## config.mk

```make
export PLATFORM = sky130hd
export DESIGN_NAME = arm_device_flat
export DESIGN_NICKNAME = d
export VERILOG_FILES = /design/src/shared/arm_pkg.sv /design/src/shared/arm_if.sv /design/src/core/arm_device.sv /design/src/flat_wrapper.sv
export VERILOG_INCLUDE_DIRS = /design/src /design/src/shared
export SDC_FILE = /design/constraint.sdc
export NUM_CORES = 1
export LEC_CHECK = 0
export BUFFER_PORTS_ARGS = -buffer_cell sky130_fd_sc_hd__buf_2
export CAP_MARGIN = 20
export CORE_MARGIN = 2
export CORE_UTILIZATION = 25
export CTS_CLUSTER_SIZE = 8
export DETAILED_ROUTE_END_ITERATION = 10
export HOLD_SLACK_MARGIN = 0.02
export PLACE_DENSITY = 0.39
export SLEW_MARGIN = 20
export SYNTH_ARGS = -nofsm -noshare
export SYNTH_HDL_FRONTEND = slang
export SYNTH_HIERARCHICAL = 1
export SYNTH_SLANG_ARGS = --single-unit
```

## constraint.sdc

```tcl
create_clock -name aclk -period 3.5 [get_ports aclk]
set_input_delay 0.35 -clock aclk [delete_from_list [all_inputs] [get_ports aclk]]
set_output_delay 0.35 -clock aclk [all_outputs]
set_load 0.05 [all_outputs]
```

## src/shared/arm_defs.svh

```systemverilog
// Constants of the task-file read command interpreter and its controller.
`ifndef ARM_DEFS_SVH
`define ARM_DEFS_SVH
// ----------------------------------------
// Task-file addresses on the link
// ----------------------------------------
`define ARM_TF_DATA 4'h0
`define ARM_TF_ERR 4'h1
`define ARM_TF_CNT 4'h2
`define ARM_TF_SEC 4'h3
`define ARM_TF_CYL_LO 4'h4
`define ARM_TF_CYL_HI 4'h5
`define ARM_TF_DEV_HEAD 4'h6
`define ARM_TF_CMD 4'h7
`define ARM_TF_DEV_CTL 4'h8
// ----------------------------------------
// Opcodes, fields and limits
// ----------------------------------------
`define ARM_OP_NATIVE_MAX 8'hf8
`define ARM_OP_NATIVE_MAX_EXT 8'h27
`define ARM_OP_READ_SECTORS 8'h20
`define ARM_SAT_28 28'hfffffff
`define ARM_BIT_LBA 6
`define ARM_BIT_HOB 7
`define ARM_DEV_HEAD_BASE 8'ha0
`define ARM_ST_BSY 7
`define ARM_ST_DRQ 3
`define ARM_ST_ERR 0
`define ARM_ST_IDLE 8'h50
`define ARM_ER_UNC 6
`define ARM_ER_ABT 2
// ----------------------------------------
// Controller register offsets (AXI4-Lite)
// ----------------------------------------
`define ARM_AX_CTRL 8'h00
`define ARM_AX_ADDR 8'h04
`define ARM_AX_COUNT 8'h08
`define ARM_AX_STATUS 8'h0c
`define ARM_AX_RES_LO 8'h10
`define ARM_AX_RES_HI 8'h14
`define ARM_AX_DATA 8'h18
`define ARM_RESP_OKAY 2'b00
`define ARM_RESP_SLVERR 2'b10
`endif

```

## src/shared/arm_pkg.sv

```systemverilog
// Types for the two ends of the task-file link: each end's state encoding and the controller's link operation.
package arm_pkg;
  typedef enum logic [2:0] {
    DEV_IDLE = 3'b001,
    DEV_FETCH = 3'b010,
    DEV_DRAIN = 3'b100
  } arm_dev_state_t;

  typedef enum logic [3:0] {
    HOST_IDLE = 4'b0001,
    HOST_ISSUE = 4'b0010,
    HOST_WAIT = 4'b0100,
    HOST_HOLD = 4'b1000
  } arm_host_state_t;

  typedef struct packed {
    logic wr;
    logic [3:0] addr;
    logic [7:0] data;
  } arm_op_t;
endpackage : arm_pkg

```

## src/shared/arm_if.sv

```systemverilog
// Task-file link between the controller and the drive command logic.
`timescale 1ns/100ps
interface arm_if;
  logic tf_wr;
  logic tf_rd;
  logic [3:0] tf_addr;
  logic [7:0] tf_wdata;
  logic [15:0] tf_rdata;
  logic tf_ack;

  modport device (
    input tf_wr, tf_rd, tf_addr, tf_wdata,
    output tf_rdata, tf_ack
  );
  modport host (
    output tf_wr, tf_rd, tf_addr, tf_wdata,
    input tf_rdata, tf_ack
  );
endinterface : arm_if

```

## src/core/arm_device.sv

```systemverilog
// Drive-side command logic with its sector word FIFO.
`timescale 1ns/100ps
`include "arm_defs.svh"

// ----------------------------------------
// Word FIFO
// ----------------------------------------
module arm_fifo #(
  parameter int WIDTH = 16,
  parameter int DEPTH = 8
) (
  // Clock and reset
  input wire logic aclk,
  input wire logic aresetn,
  // Fill side
  input wire logic in_valid,
  input wire logic [WIDTH-1:0] in_data,
  output logic in_ready,
  // Drain side
  output logic out_valid,
  output logic [WIDTH-1:0] out_data,
  input wire logic out_ready
);
  localparam int AW = $clog2(DEPTH);
  initial begin
    if (DEPTH < 2 || (1 << AW) != DEPTH || WIDTH < 1) begin
      $error("arm_fifo: DEPTH must be a power of two of at least 2");
    end
  end

  typedef struct packed {
    logic [DEPTH-1:0][WIDTH-1:0] mem;
    logic [AW-1:0] wp;
    logic [AW-1:0] rp;
    logic [AW:0] cnt;
    logic rdy;
  } arm_fifo_st_t;

  arm_fifo_st_t s_r, s_nxt;
  logic push, pop;

  always_comb begin
    s_nxt = s_r;
    push = in_valid && s_r.rdy;
    pop = out_ready && (s_r.cnt != '0);
    if (push) begin
      s_nxt.mem[s_r.wp] = in_data;
      s_nxt.wp = s_r.wp + 1'b1;
    end
    if (pop) begin
      s_nxt.rp = s_r.rp + 1'b1;
    end
    s_nxt.cnt = s_r.cnt + {{AW{1'b0}}, push} - {{AW{1'b0}}, pop};
    // Ready is registered so that the media side never sees a path through this block.
    s_nxt.rdy = s_nxt.cnt < (AW + 1)'(DEPTH);
  end

  always_ff @(posedge aclk) begin
    if (!aresetn) begin
      s_r <= '0;
    end else begin
      s_r <= s_nxt;
    end
  end

  assign in_ready = s_r.rdy;
  assign out_valid = s_r.cnt != '0;
  assign out_data = s_r.mem[s_r.rp];
endmodule : arm_fifo

// ----------------------------------------
// Drive command logic
// ----------------------------------------
module arm_device #(
  parameter int SECTOR_WORDS = 256,
  parameter int FIFO_DEPTH = 8
) (
  // Clock and reset
  input wire logic aclk,
  input wire logic aresetn,
  // Task-file link
  arm_if.device tf,
  // Drive geometry and capacity
  input wire logic [47:0] native_max,
  input wire logic [15:0] max_cyl,
  input wire logic [3:0] max_head,
  input wire logic [7:0] max_sec,
  // Media word stream
  output logic media_req,
  output logic media_chs,
  output logic [27:0] media_addr,
  input wire logic media_valid,
  input wire logic [15:0] media_data,
  output logic media_ready,
  input wire logic media_err
);
  initial begin
    if (SECTOR_WORDS < 2 || SECTOR_WORDS > 256) begin
      $error("arm_device: SECTOR_WORDS must lie in 2..256");
    end
  end

  typedef struct packed {
    arm_pkg::arm_dev_state_t st;
    logic [7:0] cnt, sec, cl, ch;
    logic [7:0] p_cnt, p_sec, p_cl, p_ch;
    logic [7:0] dh;
    logic hob;
    logic [7:0] err;
    logic errb;
    logic [8:0] left;
    logic [7:0] wcnt;
    logic req;
    logic chs;
    logic [27:0] maddr;
    logic [15:0] rdata;
    logic ack;
  } arm_dev_st_t;

  arm_dev_st_t s_r, s_nxt;
  logic f_valid, f_pop;
  logic [15:0] f_data;
  logic [27:0] nm28;

  arm_fifo #(.WIDTH(16), .DEPTH(FIFO_DEPTH)) u_fifo (
    .aclk(aclk),
    .aresetn(aresetn),
    .in_valid(media_valid && s_r.req),
    .in_data(media_data),
    .in_ready(media_ready),
    .out_valid(f_valid),
    .out_data(f_data),
    .out_ready(f_pop)
  );

  // Step to the next sector in whichever addressing form the command used.
  function automatic logic [31:0] next_addr(input logic chs, input logic [31:0] a,
                                            input logic [15:0] mc, input logic [3:0] mh,
                                            input logic [7:0] ms);
    logic [31:0] n;
    n = a;
    if (!chs) begin
      n[27:0] = a[27:0] + 28'h1;
    end else if (a[7:0] != ms) begin
      n[7:0] = a[7:0] + 8'h1;
    end else begin
      n[7:0] = 8'h01;
      if (a[27:24] != mh) begin
        n[27:24] = a[27:24] + 4'h1;
      end else begin
        n[27:24] = 4'h0;
        n[23:8] = (a[23:8] == mc) ? 16'h0 : a[23:8] + 16'h1;
      end
    end
    return n;
  endfunction : next_addr

  assign f_pop = tf.tf_rd && (tf.tf_addr == `ARM_TF_DATA) && f_valid;
  // Native max comes straight from the drive, never from any set-max limit.
  assign nm28 = (native_max > {20'h0, `ARM_SAT_28}) ? `ARM_SAT_28 : native_max[27:0];

  always_comb begin
    logic busy;
    logic [31:0] na;
    logic last;
    s_nxt = s_r;
    busy = (s_r.st != arm_pkg::DEV_IDLE);
    na = next_addr(s_r.chs, {4'h0, s_r.dh[3:0], s_r.ch, s_r.cl, s_r.sec}, max_cyl, max_head, max_sec);
    last = (s_r.wcnt == 8'(SECTOR_WORDS - 1));
    s_nxt.ack = tf.tf_rd;
    s_nxt.maddr = {s_r.dh[3:0], s_r.ch, s_r.cl, s_r.sec};
    if (tf.tf_rd) begin
      case (tf.tf_addr)
        `ARM_TF_DATA: s_nxt.rdata = f_valid ? f_data : 16'h0;
        `ARM_TF_ERR: s_nxt.rdata = {8'h0, s_r.err};
        `ARM_TF_CNT: s_nxt.rdata = {8'h0, s_r.hob ? s_r.p_cnt : s_r.cnt};
        `ARM_TF_SEC: s_nxt.rdata = {8'h0, s_r.hob ? s_r.p_sec : s_r.sec};
        `ARM_TF_CYL_LO: s_nxt.rdata = {8'h0, s_r.hob ? s_r.p_cl : s_r.cl};
        `ARM_TF_CYL_HI: s_nxt.rdata = {8'h0, s_r.hob ? s_r.p_ch : s_r.ch};
        `ARM_TF_DEV_HEAD: s_nxt.rdata = {8'h0, s_r.dh};
        // While a command runs: busy while the buffer is empty, data-request while a word waits.
        `ARM_TF_CMD: s_nxt.rdata = {8'h0, busy && !f_valid, `ARM_ST_IDLE >> 4 == 8'h5,
                                    1'b0, 1'b1, busy && f_valid, 2'b00, s_r.errb};
        `ARM_TF_DEV_CTL: s_nxt.rdata = {8'h0, s_r.hob, 7'h0};
        default: s_nxt.rdata = 16'h0;
      endcase
    end
    if (tf.tf_wr && tf.tf_addr == `ARM_TF_DEV_CTL) begin
      s_nxt.hob = tf.tf_wdata[`ARM_BIT_HOB];
    end
    if (tf.tf_wr && !busy) begin
      case (tf.tf_addr)
        `ARM_TF_CNT: begin s_nxt.p_cnt = s_r.cnt; s_nxt.cnt = tf.tf_wdata; end
        `ARM_TF_SEC: begin s_nxt.p_sec = s_r.sec; s_nxt.sec = tf.tf_wdata; end
        `ARM_TF_CYL_LO: begin s_nxt.p_cl = s_r.cl; s_nxt.cl = tf.tf_wdata; end
        `ARM_TF_CYL_HI: begin s_nxt.p_ch = s_r.ch; s_nxt.ch = tf.tf_wdata; end
        `ARM_TF_DEV_HEAD: s_nxt.dh = tf.tf_wdata;
        `ARM_TF_CMD: begin
          s_nxt.err = 8'h0;
          s_nxt.errb = 1'b0;
          if (tf.tf_wdata == `ARM_OP_NATIVE_MAX) begin
            if (s_r.dh[`ARM_BIT_LBA]) begin
              {s_nxt.dh[3:0], s_nxt.ch, s_nxt.cl, s_nxt.sec} = nm28;
            end else begin
              {s_nxt.ch, s_nxt.cl} = max_cyl;
              s_nxt.dh[3:0] = max_head;
              s_nxt.sec = max_sec;
            end
          end else if (tf.tf_wdata == `ARM_OP_NATIVE_MAX_EXT) begin
            {s_nxt.ch, s_nxt.cl, s_nxt.sec} = native_max[23:0];
            {s_nxt.p_ch, s_nxt.p_cl, s_nxt.p_sec} = native_max[47:24];
          end else if (tf.tf_wdata[7:1] == `ARM_OP_READ_SECTORS >> 1) begin
            s_nxt.st = arm_pkg::DEV_FETCH;
            s_nxt.left = (s_r.cnt == 8'h0) ? 9'h100 : {1'b0, s_r.cnt};
            s_nxt.wcnt = 8'h0;
            s_nxt.req = 1'b1;
            s_nxt.chs = !s_r.dh[`ARM_BIT_LBA];
          end else begin
            s_nxt.err[`ARM_ER_ABT] = 1'b1;
            s_nxt.errb = 1'b1;
          end
        end
        default: ;
      endcase
    end
    case (s_r.st)
      arm_pkg::DEV_IDLE: ;
      arm_pkg::DEV_FETCH: begin
        if (media_err) begin
          // The failing sector is not counted; its address stays in the task file.
          s_nxt.err[`ARM_ER_UNC] = 1'b1;
          s_nxt.errb = 1'b1;
          s_nxt.req = 1'b0;
          s_nxt.st = arm_pkg::DEV_DRAIN;
        end else if (media_valid && media_ready) begin
          s_nxt.wcnt = last ? 8'h0 : s_r.wcnt + 8'h1;
          if (last) begin
            s_nxt.left = s_r.left - 9'h1;
            if (s_r.left == 9'h1) begin
              s_nxt.req = 1'b0;
              s_nxt.st = arm_pkg::DEV_DRAIN;
            end else begin
              {s_nxt.dh[3:0], s_nxt.ch, s_nxt.cl, s_nxt.sec} = na[27:0];
            end
          end
        end
      end
      arm_pkg::DEV_DRAIN: begin
        if (!f_valid) begin
          s_nxt.st = arm_pkg::DEV_IDLE;
        end
      end
      default: s_nxt.st = arm_pkg::DEV_IDLE;
    endcase
    if (s_r.st != arm_pkg::DEV_IDLE) begin
      s_nxt.cnt = s_nxt.left[7:0];
    end
  end

  always_ff @(posedge aclk) begin
    if (!aresetn) begin
      s_r <= '0;
      s_r.st <= arm_pkg::DEV_IDLE;
    end else begin
      s_r <= s_nxt;
    end
  end

  assign tf.tf_rdata = s_r.rdata;
  assign tf.tf_ack = s_r.ack;
  assign media_req = s_r.req;
  assign media_chs = s_r.chs;
  assign media_addr = s_r.maddr;
endmodule : arm_device

```

## src/flat_wrapper.sv

```systemverilog
// flat-port wrapper written by rule: the top's interface ports become plain ports
module arm_device_flat 
#(
  parameter int SECTOR_WORDS = 256,
  parameter int FIFO_DEPTH = 8
)
  (aclk, aresetn, native_max, max_cyl, max_head, max_sec, media_req, media_chs, media_addr, media_valid, media_data, media_ready, media_err, tf_tf_wr, tf_tf_rd, tf_tf_addr, tf_tf_wdata, tf_tf_rdata, tf_tf_ack);
  arm_if tf_i ();
  input wire logic aclk;
  input wire logic aresetn;
  input wire logic [47:0] native_max;
  input wire logic [15:0] max_cyl;
  input wire logic [3:0] max_head;
  input wire logic [7:0] max_sec;
  output logic media_req;
  output logic media_chs;
  output logic [27:0] media_addr;
  input wire logic media_valid;
  input wire logic [15:0] media_data;
  output logic media_ready;
  input wire logic media_err;
  input wire logic [$bits(tf_i.tf_wr)-1:0] tf_tf_wr;
  input wire logic [$bits(tf_i.tf_rd)-1:0] tf_tf_rd;
  input wire logic [$bits(tf_i.tf_addr)-1:0] tf_tf_addr;
  input wire logic [$bits(tf_i.tf_wdata)-1:0] tf_tf_wdata;
  output wire logic [$bits(tf_i.tf_rdata)-1:0] tf_tf_rdata;
  output wire logic [$bits(tf_i.tf_ack)-1:0] tf_tf_ack;
  assign tf_i.tf_wr = tf_tf_wr;
  assign tf_i.tf_rd = tf_tf_rd;
  assign tf_i.tf_addr = tf_tf_addr;
  assign tf_i.tf_wdata = tf_tf_wdata;
  assign tf_tf_rdata = tf_i.tf_rdata;
  assign tf_tf_ack = tf_i.tf_ack;
  arm_device #(.SECTOR_WORDS(SECTOR_WORDS), .FIFO_DEPTH(FIFO_DEPTH)) u_core (.aclk(aclk), .aresetn(aresetn), .tf(tf_i), .native_max(native_max), .max_cyl(max_cyl), .max_head(max_head), .max_sec(max_sec), .media_req(media_req), .media_chs(media_chs), .media_addr(media_addr), .media_valid(media_valid), .media_data(media_data), .media_ready(media_ready), .media_err(media_err));
endmodule
```

==> impl_metrics.json <==
{
  "cp-end-kind": "register",
  "worstMarginPinSlew_ns": 0.8152,
  "drive_gt1_share_pct": 20.04,
  "status": "finished clean",
  "rsz0062_at_grt": "false",
  "num_rows": 91,
  "placed_cells": 2584,
  "comb_power_share_pct": 5.6,
  "final_cells": 2637,
  "die_w_um": 252.8,
  "cp.required_ns": 3.97,
  "cpLargestDelayFamily": "simple AND/OR/NAND/NOR gates",
  "cts_resized": 0,
  "critPathBufInv": 4,
  "p_seq_share_pct": 43.5,
  "root_buffer": "clkbuf_16",
  "drt-total-wl_um": 57680,
  "synth_flop_cell": "dfxtp_1",
  "p_int_uw": 5582,
  "start_util_pct": 25.17,
  "synth_edf_count": 0,
  "cp-endpoint": "u_core/u_fifo/s_r[3]",
  "setup_tns_ns": 0,
  "r2r_setup_slack_ns": 0.63,
  "drc_errors": 0,
  "dpl.hpwl_um": 40600,
  "criticalPathCategory": "register to register",
  "fin_crit_ns": 2.871,
  "crit_path_max_incr_delay_ns": 0.38,
  "cpMostUsedCell": "inv_1",
  "cts_tree": "done",
  "finalHoldViolations": 0,
  "io_buffers": 157,
  "antenna_left": 0,
  "grt-ovfl-total": 0,
  "synth.distinct_cells": 88,
  "cap_violations": 0,
  "vdd_ir_drop_max_mv": 0.3318,
  "grt_max_degree": 106,
  "switching_share_pct": 25.36,
  "antenna_found_initial": 2,
  "start_kind": "register",
  "cts.sinks": 282,
  "r2r-end": "u_core/u_fifo/s_r[3]",
  "fin_nets": 1962,
  "avgSynthCellArea_um2": 8.802,
  "crit_path_cell_trace": "inv_1 > ha_1 > nor3b_1 > inv_1 > nor3b_2 > and2_1 > nor2b_1 > ha_1 > inv_1 > ha_1 > inv_1 > fa_1 > xnor2_1 > and2_1",
  "pwr-share-clk_pct": 50.9,
  "wl_per_cell_um": 21.87,
  "first_iter_violations": 896,
  "worstReg2RegStart": "u_core/u_fifo/s_r[3]",
  "cts.clk_slew.worst_paths_ns": 0.05,
  "fp.dieH_um": 252.8,
  "finalCritPeriodShare_pct": 82.04,
  "num_vias": 13468,
  "ys_warn_count": 6,
  "cp.arrival_ns": 3.35,
  "path_max_fanout": 5,
  "io_pins": 158,
  "finClkSkew_ns": 0.06656,
  "track_usage_pct": 17.74,
  "grt_pass1_vias": 13197,
  "core_mm2": 0.06148,
  "hold_class": "primary input to register",
  "p_switching_uw": 1897,
  "ys_seq_elements": 282,
  "p_per_area_mw_per_mm2": 417.1,
  "insertion_delay_ns": 0.59,
  "critPathLaunch": "u_core/u_fifo/s_r[3]",
  "routed_via_density": 5.107,
  "cts_max_level": 2,
  "setup_viol": 0,
  "ctsHoldBuffers": 0,
  "r2r_cells": 14,
  "die_area_mm2": 0.06390,
  "cts_made_buffers": 42,
  "gp_congestion": 0.8583,
  "synthToLayoutAreaGrowth_pct": 15.89,
  "post_cts_buffers": 0,
  "synthArstFlopShare_pct": 0,
  "leakage_uw": 0.006541,
  "syn_inst": 1758,
  "cts_buffer_depth": 3,
  "max-slew-margin-rel_pct": 45.23,
  "grt_pass1_wl_um": 85930,
  "cpMaxStageDelayCell": "fa_1",
  "dr.pass1.iters": 5,
  "synth-seq-area-share_pct": 36.48,
  "synth_area_mm2": 0.01547,
  "crit_cells": 14,
  "synth_nets": 1882,
  "drv_slew": 0,
  "clock.fmax_ghz": 0.3483
}
kinds of logic (layout without fill, tap and decap cells):
| logic type | after synthesis | in the layout | synth area share, % |
|---|---|---|---|
| AOI/OAI and AO/OA | 333 | 333 | 14.84 |
| xor gates and xnor gates | 51 | 51 | 2.887 |
| adders and majority gates | 14 | 14 | 1.181 |
| buffers and inverters | 203 | 291 | 6.978 |
| DFF | 282 | 282 | 36.48 |
| muxes | 211 | 211 | 16.43 |
| other | 0 | 1 | 0 |
| and+or+nand+nor | 664 | 664 | 21.20 |
cells in the mapped netlist (10+ instances only):
cell type / number / area (um2)
a21oi_1: 83 / 415.4
a221oi_1: 21 / 183.9
a22oi_1: 13 / 97.59
a311oi_1: 27 / 236.5
a31oi_1: 24 / 150.1
and2_1: 41 / 256.5
and3_1: 21 / 131.4
buf_2: 55 / 275.3
buf_4: 60 / 450.4
clkbuf_1: 56 / 210.2
dfxtp_1: 282 / 5645
ha_1: 13 / 162.7
inv_1: 18 / 67.56
mux2_2: 24 / 270.3
mux2i_1: 155 / 1551
mux4_2: 32 / 720.7
nand2_1: 335 / 1257
nand2b_1: 12 / 75.07
nand3_1: 52 / 260.3
nand4_1: 14 / 87.58
nor2_1: 86 / 322.8
nor2b_1: 13 / 81.33
nor3_1: 15 / 75.07
o211ai_1: 10 / 75.07
o21ai_0: 40 / 200.2
o21ai_1: 21 / 105.1
o221ai_1: 21 / 183.9
xnor2_1: 32 / 280.3
xor2_1: 19 / 166.4
final cells by class:
type | instances | area, um2
tap | 790 | 988.4
clock buffer | 48 | 1104
inverter | 20 | 75.07
multi-input combinational | 1273 | 8748
clock inverter | 4 | 97.59
timing repair buffer | 219 | 1270
fill | 6546 | 43550
sequential | 282 | 5647
antenna | 1 | 2.502
worst min-delay path by stage:
stage	from	to	slack (ns)	depth (start not counted)
floorplan	u_core/u_fifo/s_r[107]	u_core/u_fifo/s_r[107]	0.43	2
global placement	u_core/u_fifo/s_r[35]	u_core/u_fifo/s_r[35]	0.44	2
detailed placement	u_core/u_fifo/s_r[135]	u_core/u_fifo/s_r[135]	0.44	2
CTS	native_max[5]	u_core/s_nxt[22]	0.03	3
global route	native_max[4]	u_core/s_nxt[21]	0.06	3
finish	native_max[5]	u_core/s_nxt[22]	0.06	3
power by group through the flow:
stage | sequential (uW) | clock, uW | combinational (uW)
3_3_place_gp | 3320 | 0 | 418
5_1_grt | 3250 | 4070 | 449
6_report | 3260 | 3810 | 418
4_1_cts | 3250 | 3940 | 418
2_1_floorplan | 3310 | 0 | 220
3_5_place_dp | 3320 | 0 | 417
registers in the layout (all words and copies together), names as in the netlist:
name	flops
u_core/u_fifo/in_ready	1
u_core/media_addr	28
u_core/tf.tf_ack	1
u_core/media_req	1
u_core/tf.tf_rdata	16
u_core/s_r	68
u_core/media_chs	1
u_core/s_nxt	28
u_core/u_fifo/s_r	138
cell usage in the layout, fill, tap and decap left out, types with 24 or more instances in the layout:
| cell | Yosys | routed |
|---|---|---|
| a31oi_1 | 24 | 24 |
| clkbuf_16 | 0 | 42 |
| mux2_2 | 24 | 24 |
| a311oi_1 | 27 | 27 |
| a21oi_1 | 83 | 83 |
| xnor2_1 | 32 | 32 |
| and2_1 | 41 | 41 |
| nand2_1 | 335 | 335 |
| nor2_1 | 86 | 86 |
| mux4_2 | 32 | 32 |
| mux2i_1 | 155 | 155 |
| buf_4 | 60 | 61 |
| o21ai_0 | 40 | 40 |
| nand3_1 | 52 | 52 |
| dfxtp_1 | 282 | 281 |
| buf_2 | 55 | 156 |
stage by stage:
| stage | utilization (%) | total power [uW] | cell area [um2] | hold WS, ns | setup WS (ns) |
|---|---|---|---|---|---|
| final | 29.17 | 7479 | 17930 | 0.05983 | 0.6288 |
| after global routing | 29.16 | 7773 | 17930 | 0.06369 | 0.3744 |
| after CTS | 29.16 | 7611 | 17930 | 0.03264 | 0.6200 |
| after detailed placement | 27.21 | 3737 | 16730 | 0.4439 | 0.6429 |
| after global placement | 27.21 | 3737 | 16730 | 0.4389 | 0.6393 |
| after floorplan | - | 3529 | 15470 | 0.4315 | 0.3536 |
tightest hold or removal path, cell delays in order:
cell     delay, ns
buf_2         0.09
o21ai_1       0.07
a21oi_1       0.11
layer usage:
| metal | GRT usage, % | vias to the layer above | share of wire [%] |
|---|---|---|---|
| met4 | 5.309 | 4 | 2.7 |
| met1 | 24.13 | 6556 | 46 |
| li1 | - | 6399 | - |
| met3 | 3.289 | 89 | 5.8 |
| met2 | 28.44 | 420 | 45 |
| met5 | 0 | - | 0.040 |
Note: power is estimated with default switching activity, not from simulation.
